$ cat config.mk
export PLATFORM = sky130hd
export DESIGN_NAME = bcd_baud_clock
export DESIGN_NICKNAME = d
export VERILOG_FILES = /design/src/logic/bcd_div_stage.v /design/src/logic/bcd_baud_clock.v
export VERILOG_INCLUDE_DIRS = /design/src /design/src/logic
export SDC_FILE = /design/constraint.sdc
export NUM_CORES = 1
export LEC_CHECK = 0
export BUFFER_PORTS_ARGS = -buffer_cell sky130_fd_sc_hd__buf_2
export CORE_MARGIN = 3
export CORE_UTILIZATION = 49
export CTS_BUF_LIST = sky130_fd_sc_hd__clkbuf_8 sky130_fd_sc_hd__clkbuf_16
export DETAILED_ROUTE_END_ITERATION = 8
export PLACE_DENSITY = 0.71
export SLEW_MARGIN = 20
export SYNTH_ARGS = -nofsm -noshare
export SYNTH_HDL_FRONTEND = slang
export SYNTH_HIERARCHICAL = 1
export SYNTH_SLANG_ARGS = --single-unit
$ cat constraint.sdc
create_clock -name ref_clk_i -period 2.5 [get_ports ref_clk_i]
set_input_delay 0.375 -clock ref_clk_i [delete_from_list [all_inputs] [get_ports ref_clk_i]]
set_output_delay 0.375 -clock ref_clk_i [all_outputs]
set_load 0.02 [all_outputs]
$ cat src/logic/bcd_regs.vh
// Constants for the baud clock divider and I/O select decode.
// Assumes a 100 MHz reference clock and 2 MHz base clocks arriving on pins.
`ifndef BCD_REGS_VH
`define BCD_REGS_VH

// Reference clock period in ns
`define BCD_REF_PERIOD_NS 10
// Base clock frequency in kHz, the figure every rate is derived from
`define BCD_BASE_KHZ 2000
// Serial clock is sixteen times the bit rate
`define BCD_OVERSAMPLE 16

// Divider ratios of the counter stages
`define BCD_DIV_TOP 13
`define BCD_DIV_HALF 2
`define BCD_DIV_SLOW 11

// Rate select codes of the per-port switch
`define BCD_SEL_9600 3'h0
`define BCD_SEL_4800 3'h1
`define BCD_SEL_2400 3'h2
`define BCD_SEL_1200 3'h3
`define BCD_SEL_600 3'h4
`define BCD_SEL_300 3'h5
`define BCD_SEL_150 3'h6
`define BCD_SEL_110 3'h7
// Index of the 1200 stage in the halving chain, feeds the slow stage
`define BCD_IDX_1200 3

// Base clock source select codes
`define BCD_SRC_MASTER 1'b0
`define BCD_SRC_SERIAL 1'b1

// Low address nibble windows of the two I/O sections
`define BCD_PAR_LO 4'h8
`define BCD_PAR_HI 4'hB
`define BCD_SER_LO 4'h2
`define BCD_SER_HI 4'h3

// Longest gap between base clock edges before the base counts as stopped
`define BCD_BASE_TIMEOUT_NS 2000
`define BCD_BASE_TIMEOUT_CYC (`BCD_BASE_TIMEOUT_NS / `BCD_REF_PERIOD_NS)

// Reset values
`define BCD_RST_WAVE 1'b0
`define BCD_RST_SELECT 1'b0

`endif

$ cat src/logic/bcd_div_stage.v
// One counter stage of the divider chain: counts step pulses modulo DIV.
// Assumes step_i is a one-cycle pulse on ref_clk_i; gives a terminal count and a near-square wave.
`timescale 1ns/1ps
`include "bcd_regs.vh"
module bcd_div_stage #(
	parameter DIV = 13,
	parameter W = 4
) (
	input wire ref_clk_i,
	input wire rst_n_i,
	input wire step_i,
	output wire tc_o,
	output wire wave_o
);
	// Ratio figures are integers; cut them to the counter width on purpose
	localparam integer LAST_I = DIV - 1;
	localparam integer HALF_I = (DIV + 1) / 2;
	localparam [W-1:0] LAST = LAST_I[W-1:0];
	localparam [W-1:0] HALF = HALF_I[W-1:0];
	localparam [W-1:0] ZERO = 0;
	localparam [W-1:0] ONE = 1;

	reg [W-1:0] count_ff;
	reg [W-1:0] nxt_count;
	reg wave_ff;
	reg nxt_wave;

	// Terminal count is gated by the step so it lasts one reference cycle
	assign tc_o = step_i && (count_ff == LAST);
	assign wave_o = wave_ff;

	// Count and wave; odd ratios keep the high phase one step longer
	// Wave moves only on a step, so no output edge appears before the base runs
	always @* begin
		nxt_count = count_ff;
		nxt_wave = wave_ff;
		if (step_i) begin
			if (count_ff == LAST) begin
				nxt_count = ZERO;
			end else begin
				nxt_count = count_ff + ONE;
			end
			nxt_wave = (nxt_count < HALF);
		end
	end

	// Free running from reset, no software hold
	always @(posedge ref_clk_i or negedge rst_n_i) begin
		if (!rst_n_i) begin
			count_ff <= ZERO;
			wave_ff <= `BCD_RST_WAVE;
		end else begin
			count_ff <= nxt_count;
			wave_ff <= nxt_wave;
		end
	end
endmodule // bcd_div_stage

$ cat src/logic/bcd_baud_clock.v
// Baud clock generator and I/O section select decode.
// Assumes base clocks, switches, address and memory request all come from pins,
// sampled on the 100 MHz reference clock; base clocks are far slower than it.
`timescale 1ns/1ps
`include "bcd_regs.vh"

module bcd_baud_clock #(
	parameter ADDR_W = 8,
	parameter [3:0] IO_PAGE = 4'h0
) (
	input wire ref_clk_i,
	input wire rst_n_i,
	input wire master_base_clock_i,
	input wire serial_base_clock_i,
	input wire base_src_i,
	input wire [2:0] rate_sel0_i,
	input wire [2:0] rate_sel1_i,
	input wire [ADDR_W-1:0] addr_i,
	input wire memory_request_n_i,
	output wire usart_transmit_clock0_o,
	output wire usart_receive_clock0_o,
	output wire usart_transmit_clock1_o,
	output wire usart_receive_clock1_o,
	output wire base_running_o,
	output wire serial_select_o,
	output wire parallel_select_o
);
	// Width of the pin group that passes the synchroniser
	localparam SYNC_W = 2 + 1 + 3 + 3 + ADDR_W + 1;
	// Number of halving stages below 9600
	localparam HALVES = 6;
	// Cycles allowed between base edges, rounded down, at least one
	localparam integer TIMEOUT_I = (`BCD_BASE_TIMEOUT_CYC < 1) ? 1 : `BCD_BASE_TIMEOUT_CYC;
	localparam [7:0] TIMEOUT_CYC = TIMEOUT_I[7:0];
	// Page number widened to the upper address field without a zero-width replication
	localparam integer PAGE_I = IO_PAGE;
	localparam [ADDR_W-5:0] PAGE_ID = PAGE_I[ADDR_W-5:0];
	localparam [7:0] CNT_ZERO = 8'h00;
	localparam [7:0] CNT_ONE = 8'h01;

	// Pick one rate wave by switch code
	function pick_rate;
		input [7:0] waves;
		input [2:0] sel;
		begin
			pick_rate = waves[sel];
		end
	endfunction

	// True when the address lies in a window of the I/O page
	function addr_hit;
		input [ADDR_W-1:0] addr;
		input [3:0] lo;
		input [3:0] hi;
		begin
			addr_hit = (addr[ADDR_W-1:4] == PAGE_ID) && (addr[3:0] >= lo) && (addr[3:0] <= hi);
		end
	endfunction

	wire [SYNC_W-1:0] pins_raw;
	reg [SYNC_W-1:0] meta_ff;
	reg [SYNC_W-1:0] sync_ff;
	wire master_s;
	wire serial_s;
	wire src_s;
	wire [2:0] sel0_s;
	wire [2:0] sel1_s;
	wire [ADDR_W-1:0] addr_s;
	wire memory_request_n_s;

	reg base_prev_ff;
	wire base_level;
	wire base_step;
	reg [7:0] idle_cnt_ff;
	reg [7:0] nxt_idle_cnt;
	reg running_ff;
	reg nxt_running;

	wire [HALVES:0] ticks;
	wire [7:0] waves;

	reg tx0_ff;
	reg tx1_ff;
	reg ser_sel_ff;
	reg par_sel_ff;
	reg nxt_ser_sel;
	reg nxt_par_sel;

	// All pins share one two-stage synchroniser
	assign pins_raw = {master_base_clock_i, serial_base_clock_i, base_src_i, rate_sel0_i, rate_sel1_i,
		addr_i, memory_request_n_i};

	always @(posedge ref_clk_i or negedge rst_n_i) begin
		if (!rst_n_i) begin
			meta_ff <= {SYNC_W{1'b0}};
			sync_ff <= {SYNC_W{1'b0}};
		end else begin
			meta_ff <= pins_raw;
			sync_ff <= meta_ff;
		end
	end

	// Unpack the synchronised pins; only the second stage is read
	assign master_s = sync_ff[SYNC_W-1];
	assign serial_s = sync_ff[SYNC_W-2];
	assign src_s = sync_ff[SYNC_W-3];
	assign sel0_s = sync_ff[SYNC_W-4:SYNC_W-6];
	assign sel1_s = sync_ff[SYNC_W-7:SYNC_W-9];
	assign addr_s = sync_ff[ADDR_W:1];
	assign memory_request_n_s = sync_ff[0];

	// Base source: board master clock or dedicated serial clock
	assign base_level = (src_s == `BCD_SRC_SERIAL) ? serial_s : master_s;

	// Rising base edge becomes a one-cycle step; a source swap may add one stray step
	always @(posedge ref_clk_i or negedge rst_n_i) begin
		if (!rst_n_i) begin
			base_prev_ff <= 1'b0;
		end else begin
			base_prev_ff <= base_level;
		end
	end
	assign base_step = base_level && !base_prev_ff;

	// Watch for a stopped base clock so the rate outputs can be trusted
	always @* begin
		nxt_idle_cnt = idle_cnt_ff;
		nxt_running = running_ff;
		if (base_step) begin
			nxt_idle_cnt = CNT_ZERO;
			nxt_running = 1'b1;
		end else if (idle_cnt_ff >= TIMEOUT_CYC) begin
			nxt_running = 1'b0;
		end else begin
			nxt_idle_cnt = idle_cnt_ff + CNT_ONE;
		end
	end

	always @(posedge ref_clk_i or negedge rst_n_i) begin
		if (!rst_n_i) begin
			idle_cnt_ff <= CNT_ZERO;
			running_ff <= 1'b0;
		end else begin
			idle_cnt_ff <= nxt_idle_cnt;
			running_ff <= nxt_running;
		end
	end
	assign base_running_o = running_ff;

	// Top stage: 2 MHz over 13 is about 153.8 kHz, sixteen times 9600
	bcd_div_stage #(
		.DIV(`BCD_DIV_TOP),
		.W(4)
	) u_top (
		.ref_clk_i(ref_clk_i),
		.rst_n_i(rst_n_i),
		.step_i(base_step),
		.tc_o(ticks[0]),
		.wave_o(waves[`BCD_SEL_9600])
	);

	// Halving chain 4800 down to 150, each fed by the terminal count above
	genvar gi;
	generate
		for (gi = 1; gi <= HALVES; gi = gi + 1) begin : g_half
			bcd_div_stage #(
				.DIV(`BCD_DIV_HALF),
				.W(1)
			) u_half (
				.ref_clk_i(ref_clk_i),
				.rst_n_i(rst_n_i),
				.step_i(ticks[gi-1]),
				.tc_o(ticks[gi]),
				.wave_o(waves[gi])
			);
		end
	endgenerate

	// The 110 rate hangs off the 1200 terminal count, not off 150
	bcd_div_stage #(
		.DIV(`BCD_DIV_SLOW),
		.W(4)
	) u_slow (
		.ref_clk_i(ref_clk_i),
		.rst_n_i(rst_n_i),
		.step_i(ticks[`BCD_IDX_1200]),
		.tc_o(),
		.wave_o(waves[`BCD_SEL_110])
	);

	// Switch picks one rate per port; both USART clock pins share it
	// Counters carry no enable, so the clocks run whenever the base runs
	always @(posedge ref_clk_i or negedge rst_n_i) begin
		if (!rst_n_i) begin
			tx0_ff <= `BCD_RST_WAVE;
			tx1_ff <= `BCD_RST_WAVE;
		end else begin
			tx0_ff <= pick_rate(waves, sel0_s);
			tx1_ff <= pick_rate(waves, sel1_s);
		end
	end
	assign usart_transmit_clock0_o = tx0_ff;
	assign usart_receive_clock0_o = tx0_ff;
	assign usart_transmit_clock1_o = tx1_ff;
	assign usart_receive_clock1_o = tx1_ff;

	// Selects only outside memory cycles, so a memory address never hits the I/O parts
	always @* begin
		nxt_ser_sel = memory_request_n_s && addr_hit(addr_s, `BCD_SER_LO, `BCD_SER_HI);
		nxt_par_sel = memory_request_n_s && addr_hit(addr_s, `BCD_PAR_LO, `BCD_PAR_HI);
	end

	always @(posedge ref_clk_i or negedge rst_n_i) begin
		if (!rst_n_i) begin
			ser_sel_ff <= `BCD_RST_SELECT;
			par_sel_ff <= `BCD_RST_SELECT;
		end else begin
			ser_sel_ff <= nxt_ser_sel;
			par_sel_ff <= nxt_par_sel;
		end
	end
	assign serial_select_o = ser_sel_ff;
	assign parallel_select_o = par_sel_ff;
endmodule // bcd_baud_clock

==> metrics list, run 1 <==
- Result of the run: finished, final reports clean
- Post-CTS resize count: 0
- In this run the horizontal extent of the chip is 79.46 um.
* CTS buffer count: 9
- Buffers inserted to repair hold after CTS numbered 0.
* Remaining antenna violation count after routing: 0
* Category of the worst setup path capture point: flop
* Most frequent cell on the critical path: sky130_fd_sc_hd__and2_2
- The later pin in the worst-skew pair is clocked with a latency of about 0.32 ns.
* Count of synthesis-stage warnings from yosys: 6
* Required time reported for the critical path endpoint: 2.71 ns
- Routed Wire Length: 3762 um
* Crit-path cells: inv_1, ha_1, nand3_1, nor2_2, and2_2, and2_2, and2_2, and2_2, and2_2, mux2_4
* Number of cells produced by synthesis: 192
- After clock tree synthesis, the setup repair step added 0 buffers.
* Power per unit of standard cell area: 878.3 mW/mm2
- Setup repair after global routing left no endpoint under its margin.
* Worst min-delay path category: in -> async
* Part of the power in registers: 0.509
- H-tree levels: 3
- Crit Path Class: reg -> reg
- The tree built by TritonCTS fans out to 70 sinks.
- Slew at the pin closest to its max-slew limit: 0.6109 ns
- The worst pin sits at a relative slew slack of 0.5863.
- Dividing the detail-routed wire length by the instance count gives 12.46 um.
- Die ar.: 0.006313 mm2
- Die height: 79.46 um
- Violation count after the first detailed-route iteration: 70
- In the final layout, the share of cells above drive strength 1 is 0.2888.
- Vias post-DR: between 1000 and 1500
- The final-report max-slew violation count is 0.
* Quantity of I/O buffers inserted on ports: 25
* Max VDD drop: 0.0005284 V
* CTS tree: built
* Maximum fanout encountered on the critical timing path: 4
- Cell area after synthesis: 0.002644 mm2
- Final Hold Fails: 0
- Clk buf depth: 2
- The filler cells instantiated in the layout total between 400 and 500.
- CTS placed an instance of sky130_fd_sc_hd__clkbuf_8 at the clock tree root.
* Signal arrival time at the worst endpoint: 2.57 ns
- Internal power: 2052 uW
- In the final design database the tool counted 253 nets.
* Effective utilization at floorplan: 0.5111
- Across the routed clock network, the largest skew measured is ~0.0074 ns.
- After detailed routing, the number of remaining DRC violations is 0.
* Clock transition at path regs: about 0.070 ns
- The finished cells cover 0.003099 mm2.
* Synth-to-layout area growth: 17.23%
- Achievable frequency: between 400 and 500 MHz
- Adding up every negative setup slack in the final design gives 0 ns.
- Switching power: roughly 670 uW
* Total of max-cap violations: 0
- The share of total power dissipated in the clock network is 0.362.
- Number of antenna violations at the first check in global routing: 0
- Hold slack final: 0.06583 ns
- The share of total power dissipated in combinational logic is 0.130.
- Aggregate global-route resource usage: 0.1421
- Fraction of power spent switching nets: 0.2463
- Global placer's final weighted congestion: 0.7147
* Net count after synthesis: roughly 220
- Average instance area after synthesis: 13.77 um2
* Number of iterations in the first detailed-routing pass: 4
- 0 antenna diodes ended up in the layout.
- Summed over all cells, the static leakage comes to 0.001480 uW.
- Final HPWL DP: 2534 um
- Cell row count: 26
- Total power for the finished layout comes to between 2000 and 3000 uW.
- Number of global-route vias before repair: 1469
- Kind of start point of the critical path: flop
* Slowest stage cell, crit path: sky130_fd_sc_hd__dfrtp_1
- Clock period minus worst slack: 2.358 ns
* Number of I/O pins: 27
* Period Utilization, post-route: 0.9433
* Average vias per placed instance: 4.871
- After floorplanning, the core was sized to cover 0.005172 mm2.
- Area after DPL: 0.002877 mm2
- Total gr overflow: 0
- Slowest Stage Delay on Critical Path: between 0.3 and 0.4 ns
* Count of endpoints failing setup in the final report: 0
* Global-route wire length before repair: 6582 um
- Entering global routing, the biggest net connects 44 pins.
through the flow:
| stage | worst slack, ns | util | std cells |
|---|---|---|---|
| after floorplan | 0.01073 | - | 192 |
| after global placement | 0.1799 | 0.5561 | 287 |
| after detailed placement | 0.1465 | 0.5561 | 287 |
| after CTS | 0.1298 | 0.5992 | 302 |
| after global routing | 0.002342 | 0.5992 | 302 |
| final | 0.1417 | 0.5992 | 302 |
final timing paths:
path | slack, ns | start | endpoint | depth (start not counted)
setup / recovery | 0.14 | u_top/count_ff[0]$_DFFE_PN0P_ | g_half[6].u_half/wave_o$_DFFE_PN0P_ | 10
hold / removal | 0.07 | rst_n_i | meta_ff[11]$_DFF_PN0_ | 1
setup reg to reg | 0.14 | u_top/count_ff[0]$_DFFE_PN0P_ | g_half[6].u_half/wave_o$_DFFE_PN0P_ | 10
hold reg to reg | 0.35 | meta_ff[3]$_DFF_PN0_ | sync_ff[3]$_DFF_PN0_ | 0
max in group asynchronous | 1.79 | rst_n_i | u_top/count_ff[0]$_DFFE_PN0P_ | 2
min in group ref_clk_i | 0.15 | addr_i[4] | meta_ff[5]$_DFF_PN0_ | 1
worst max-delay path: cells and delay by family (launching register included):
family	cells	cell delay, ns
adder cells (fa/ha/maj)	1	0.23
buffers and inverters	1	0.10
multiplexers	1	0.30
AND/OR/NAND/NOR	7	1.24
flip-flops	1	0.38
power groups by stage:
stage,logic [uW],clock network (uW),registers (uW)
finish,354,984,1380
floorplan,265,0,1380
global route,406,1070,1410
detailed placement,359,0,1410
global placement,345,0,1400
CTS,360,1020,1390
layout by cell type (no fill, tap or decap), types with 6 or more instances in the layout:
master and n:
sky130_fd_sc_hd__dfrtp_1 70, sky130_fd_sc_hd__buf_2 25, sky130_fd_sc_hd__inv_1 12, sky130_fd_sc_hd__clkbuf_8 11, sky130_fd_sc_hd__nor2_1 9, sky130_fd_sc_hd__o21ai_0 8
sky130_fd_sc_hd__nand2_1 7, sky130_fd_sc_hd__nand3_1 7, sky130_fd_sc_hd__a21oi_1 7, sky130_fd_sc_hd__xor2_1 6, sky130_fd_sc_hd__mux2_4 6
sequential cells by signal, summed over array words and instances, names as in the netlist:
| register | count |
|---|---|
| usart_receive_clock0_o | 1 |
| u_top/wave_o | 1 |
| g_half.u_half/wave_o | 6 |
| sync_ff | 17 |
| idle_cnt_ff | 8 |
| usart_receive_clock1_o | 1 |
| u_top/count_ff | 4 |
| base_prev_ff | 1 |
| base_running_o | 1 |
| parallel_select_o | 1 |
| u_slow/count_ff | 4 |
| meta_ff | 17 |
| g_half.u_half/count_ff | 6 |
| serial_select_o | 1 |
| u_slow/wave_o | 1 |
per-layer routing:
layer | track usage | wire length (um) | vias up
met5 | 0 | 0 | -
met4 | 0.07216 | 30 | 0
met3 | 0.05418 | 135 | 2
met2 | 0.2129 | 1868 | 22
met1 | 0.1801 | 1727 | 714
li1 | - | - | 733
cell type report:
type | instances | area (um2) | share of cell area
clock buffers | 11 | 151.4 | 0.04885
clock inverters | 4 | 71.32 | 0.02301
inverters | 12 | 45.04 | 0.01453
multi-input cells | 105 | 817.0 | 0.2636
flip-flops and latches | 70 | 1752 | 0.5652
well taps | 70 | 87.58 | 0.02826
repair buffers | 30 | 175.2 | 0.05652
Note: power is estimated with default switching activity, not from simulation.
==> run 2, diff against run 1 <==
--- a/config.mk
+++ b/config.mk
@@ -7,11 +7,13 @@
 export NUM_CORES = 1
 export LEC_CHECK = 0
 export BUFFER_PORTS_ARGS = -buffer_cell sky130_fd_sc_hd__buf_2
+export CELL_PAD_IN_SITES_DETAIL_PLACEMENT = 1
+export CELL_PAD_IN_SITES_GLOBAL_PLACEMENT = 2
 export CORE_MARGIN = 3
-export CORE_UTILIZATION = 49
+export CORE_UTILIZATION = 36
 export CTS_BUF_LIST = sky130_fd_sc_hd__clkbuf_8 sky130_fd_sc_hd__clkbuf_16
 export DETAILED_ROUTE_END_ITERATION = 8
-export PLACE_DENSITY = 0.71
+export PLACE_DENSITY = 0.73
 export SLEW_MARGIN = 20
 export SYNTH_ARGS = -nofsm -noshare
 export SYNTH_HDL_FRONTEND = slang
==> run 2 against run 1 <==
  * Clock skew grew 0.0056 ns
  * Count of clock-buffer cells in the layout down 2
  * Global-route usage down 2.1 points
  * Sequential share of layout area decreased by 0.11 points
  * Critical path type unchanged
  * Largest cell class unchanged
  * Largest power group unchanged
==> metrics list, run 2 (synthesis results as in run 1) <==
- Measured along the x axis, the die boundary spans around 92 um.
* Max VDD drop: roughly 0.00048 V
- Final Hold Fails: 0
* Biggest registers after layout: meta_ff x17, sync_ff x17, idle_cnt_ff x8
- Total gr overflow: 0
* Launching instance or port of the critical path: u_top/count_ff[0]$_DFFE_PN0P_
- Most common cell after layout, fill and taps aside: sky130_fd_sc_hd__dfrtp_1
- Clock tree synthesis inserted a total of 9 buffers.
- The routed design could run at a clock period as short as roughly 2.3 ns.
- Commonest cells after routing, fill and taps aside: 70 x sky130_fd_sc_hd__dfrtp_1, 25 x sky130_fd_sc_hd__buf_2, 12 x sky130_fd_sc_hd__inv_1
* Slowest stage cell, crit path: sky130_fd_sc_hd__dfrtp_1
- Number of iterations in the first detailed-routing pass: 4
- Slew at the pin closest to its max-slew limit: 0.8666 ns
* Sequential cell area in the final layout: 0.001752 mm2
- Area after DPL: 0.002889 mm2
- The number of cells on the worst reg-to-reg path is 10.
- Summed over all layers, the routed wires come to ~4600 um.
- Final HPWL DP: 3017 um
* Worst Hold Depth: 1
* Quantity of I/O buffers inserted on ports: 25
- Setup TNS: 0 ns
- Number of I/O pins: 27
- On the critical path the largest part of the delay comes from simple AND/OR/NAND/NOR gates.
* Count of endpoints failing setup in the final report: 0
- Static Leakage: 0.001472 uW
- The critical path in this run is classified as reg -> reg.
- The initial antenna violation count is 0.
- The endpoint identified for the worst register-to-register timing path is g_half[6].u_half/wave_o$_DFFE_PN0P_.
* Clk buf depth: 2
* Finished Cell Area: 0.003105 mm2
- Achievable frequency: 426.8 MHz
* Number of buffers and inverters on the critical path: 1
- Dividing the final minimum period by the clock period gives 0.9372.
* Number of slew-limit violations in the final report: 0
- Hold slack final: 0.1333 ns
- Measured against its own limit, the worst slew margin works out to 0.4223.
- The filler cells instantiated in the layout total 733.
- Skew final: roughly 0.013 ns
* Pre-CTS worst setup slack: 0.1140 ns
* Result of the run: finished, final reports clean
* Net total in the final layout: 254
- Setup repair after global routing left no endpoint under its margin.
- Clock transition at path regs: 0.08 ns
* Most frequent cell on the critical path: sky130_fd_sc_hd__and2_2
- At the end of routability-driven placement, the weighted congestion stood at 0.7606.
* Maximum number of pins on one net before global-route repair: a little over 70
* Area of the core: roughly 0.0069 mm2
- The multi-input combinational cells in the finished layout cover a total of 820.8 um2.
- The area growth from synthesis to layout is 17.46%.
- Total DRC errors in the routed layout: 0
- Number of global-route vias before repair: 1587
- For the worst setup path, the data required time is 2.73 ns.
- Once detail routing completed, the nets flagged for antenna violations numbered 0.
- Slowest Stage Delay on Critical Path: 0.37 ns
* Num Clock Sinks: 70
- Worst Hold Endpoint: meta_ff[4]$_DFF_PN0_
- In this run the number of H-tree levels came out at 3.
- Effective utilization at floorplan: 0.3807
- Cell row count: 30
* Layout cells sized above 1: 0.2991
* Vias post-DR: 1564
* Power per unit of standard cell area: 864.4 mW/mm2
- Signal arrival time at the worst endpoint: 2.57 ns
* Violation count after the first detailed-route iteration: just under 100
- In the global route stage, overall resource usage came out at 0.1209.
- At the later pin of the worst-skew pair, clock insertion delay measures 0.34 ns.
- TritonCTS built the clock tree.
- The worst setup path is launched from a flop.
* Die height: 91.70 um
- Worst min-delay path category: in -> reg
* Crit-path cells: inv_1, ha_1, nand3_1, nor2_2, and2_2, and2_2, and2_2, and2_2, and2_2, mux2_4
- Die ar.: 0.008408 mm2
* Average vias per placed instance: 4.739
- Setup slack after layout: 0.1569 ns
- Register-to-register path setup slack: around 0.16 ns
- The repair_antennas step left the layout with diodes totalling 0.
* Hold Startpoint: addr_i[3]
* Routed wire per std cell: 13.84 um
- STA classifies the critical path endpoint as a flop.
* Global-route wire length before repair: 7755 um
* Clock Root Buffer: sky130_fd_sc_hd__clkbuf_8
- Startpoint of the lowest-slack register-to-register path: u_top/count_ff[0]$_DFFE_PN0P_
- Max-cap violations in this run came to 0.
- Final standard cell utilization of the core: 0.4472
- Along the worst path, the maximum fanout reaches 4.
* Cts-stage hold buffer count: 0
-- run 2: cell count changes in the layout (fill, tap and decap cells not counted) --
| cell | previous run | this run |
|---|---|---|
| sky130_fd_sc_hd__bufinv_16 | 2 | 1 |
| sky130_fd_sc_hd__mux2i_1 | 2 | 1 |
| sky130_fd_sc_hd__clkbuf_8 | 11 | 9 |
| sky130_fd_sc_hd__buf_4 | 4 | 6 |
| sky130_fd_sc_hd__mux2i_2 | 0 | 1 |
| sky130_fd_sc_hd__buf_12 | 1 | 0 |
| sky130_fd_sc_hd__clkinv_4 | 0 | 2 |
| sky130_fd_sc_hd__clkinv_2 | 0 | 1 |
| sky130_fd_sc_hd__clkinvlp_4 | 1 | 0 |
| sky130_fd_sc_hd__inv_6 | 0 | 2 |
-- run 2: final cells by class --
cell class	instances	area share
repair buffers	31	0.05479
multi-input cells	105	0.2643
clock buffers	9	0.03989
inverters	12	0.01450
clock inverters	7	0.02377
flip-flops and latches	70	0.5641
well taps	96	0.03868
-- run 2: worst max path at each step --
| stage | end | slack (ns) | depth (start not counted) |
|---|---|---|---|
| 2_1_floorplan | g_half[6].u_half/wave_o$_DFFE_PN0P_ | 0.01 | 11 |
| 6_report | g_half[6].u_half/wave_o$_DFFE_PN0P_ | 0.16 | 10 |
| 3_3_place_gp | g_half[6].u_half/wave_o$_DFFE_PN0P_ | 0.16 | 10 |
| 5_1_grt | g_half[6].u_half/wave_o$_DFFE_PN0P_ | 0.01 | 10 |
| 4_1_cts | g_half[6].u_half/wave_o$_DFFE_PN0P_ | 0.09 | 10 |
| 3_5_place_dp | g_half[6].u_half/wave_o$_DFFE_PN0P_ | 0.11 | 10 |
-- run 2: through the flow --
stage               std cells  total power [uW]
floorplan                 192              1648
global placement          312              1761
detailed placement        312              1782
CTS                       328              2704
global route              330              2843
finish                    330              2684
-- run 2: repair_timing --
| item | 4_1_cts | 5_1_grt |
|---|---|---|
| setup endpoints to repair | 0 | 1 |
| buffers inserted | 0 | 2 |
| resized for setup | 0 | 1 |
-- run 2: layer usage --
| layer | part of all wire | track usage | up-vias |
|---|---|---|---|
| met4 | 0.019 | 0.05569 | 0 |
| met3 | 0.037 | 0.04430 | 6 |
| met1 | 0.46 | 0.1541 | 796 |
| li1 | - | - | 739 |
| met2 | 0.49 | 0.1838 | 23 |
| met5 | 0 | 0 | - |
-- run 2: power by group --
part	internal [uW]	total (uW)	switching (uW)
combinational	194	396	202
sequential	1270	1390	120
clock	466	902	436
total	1930	2680	758
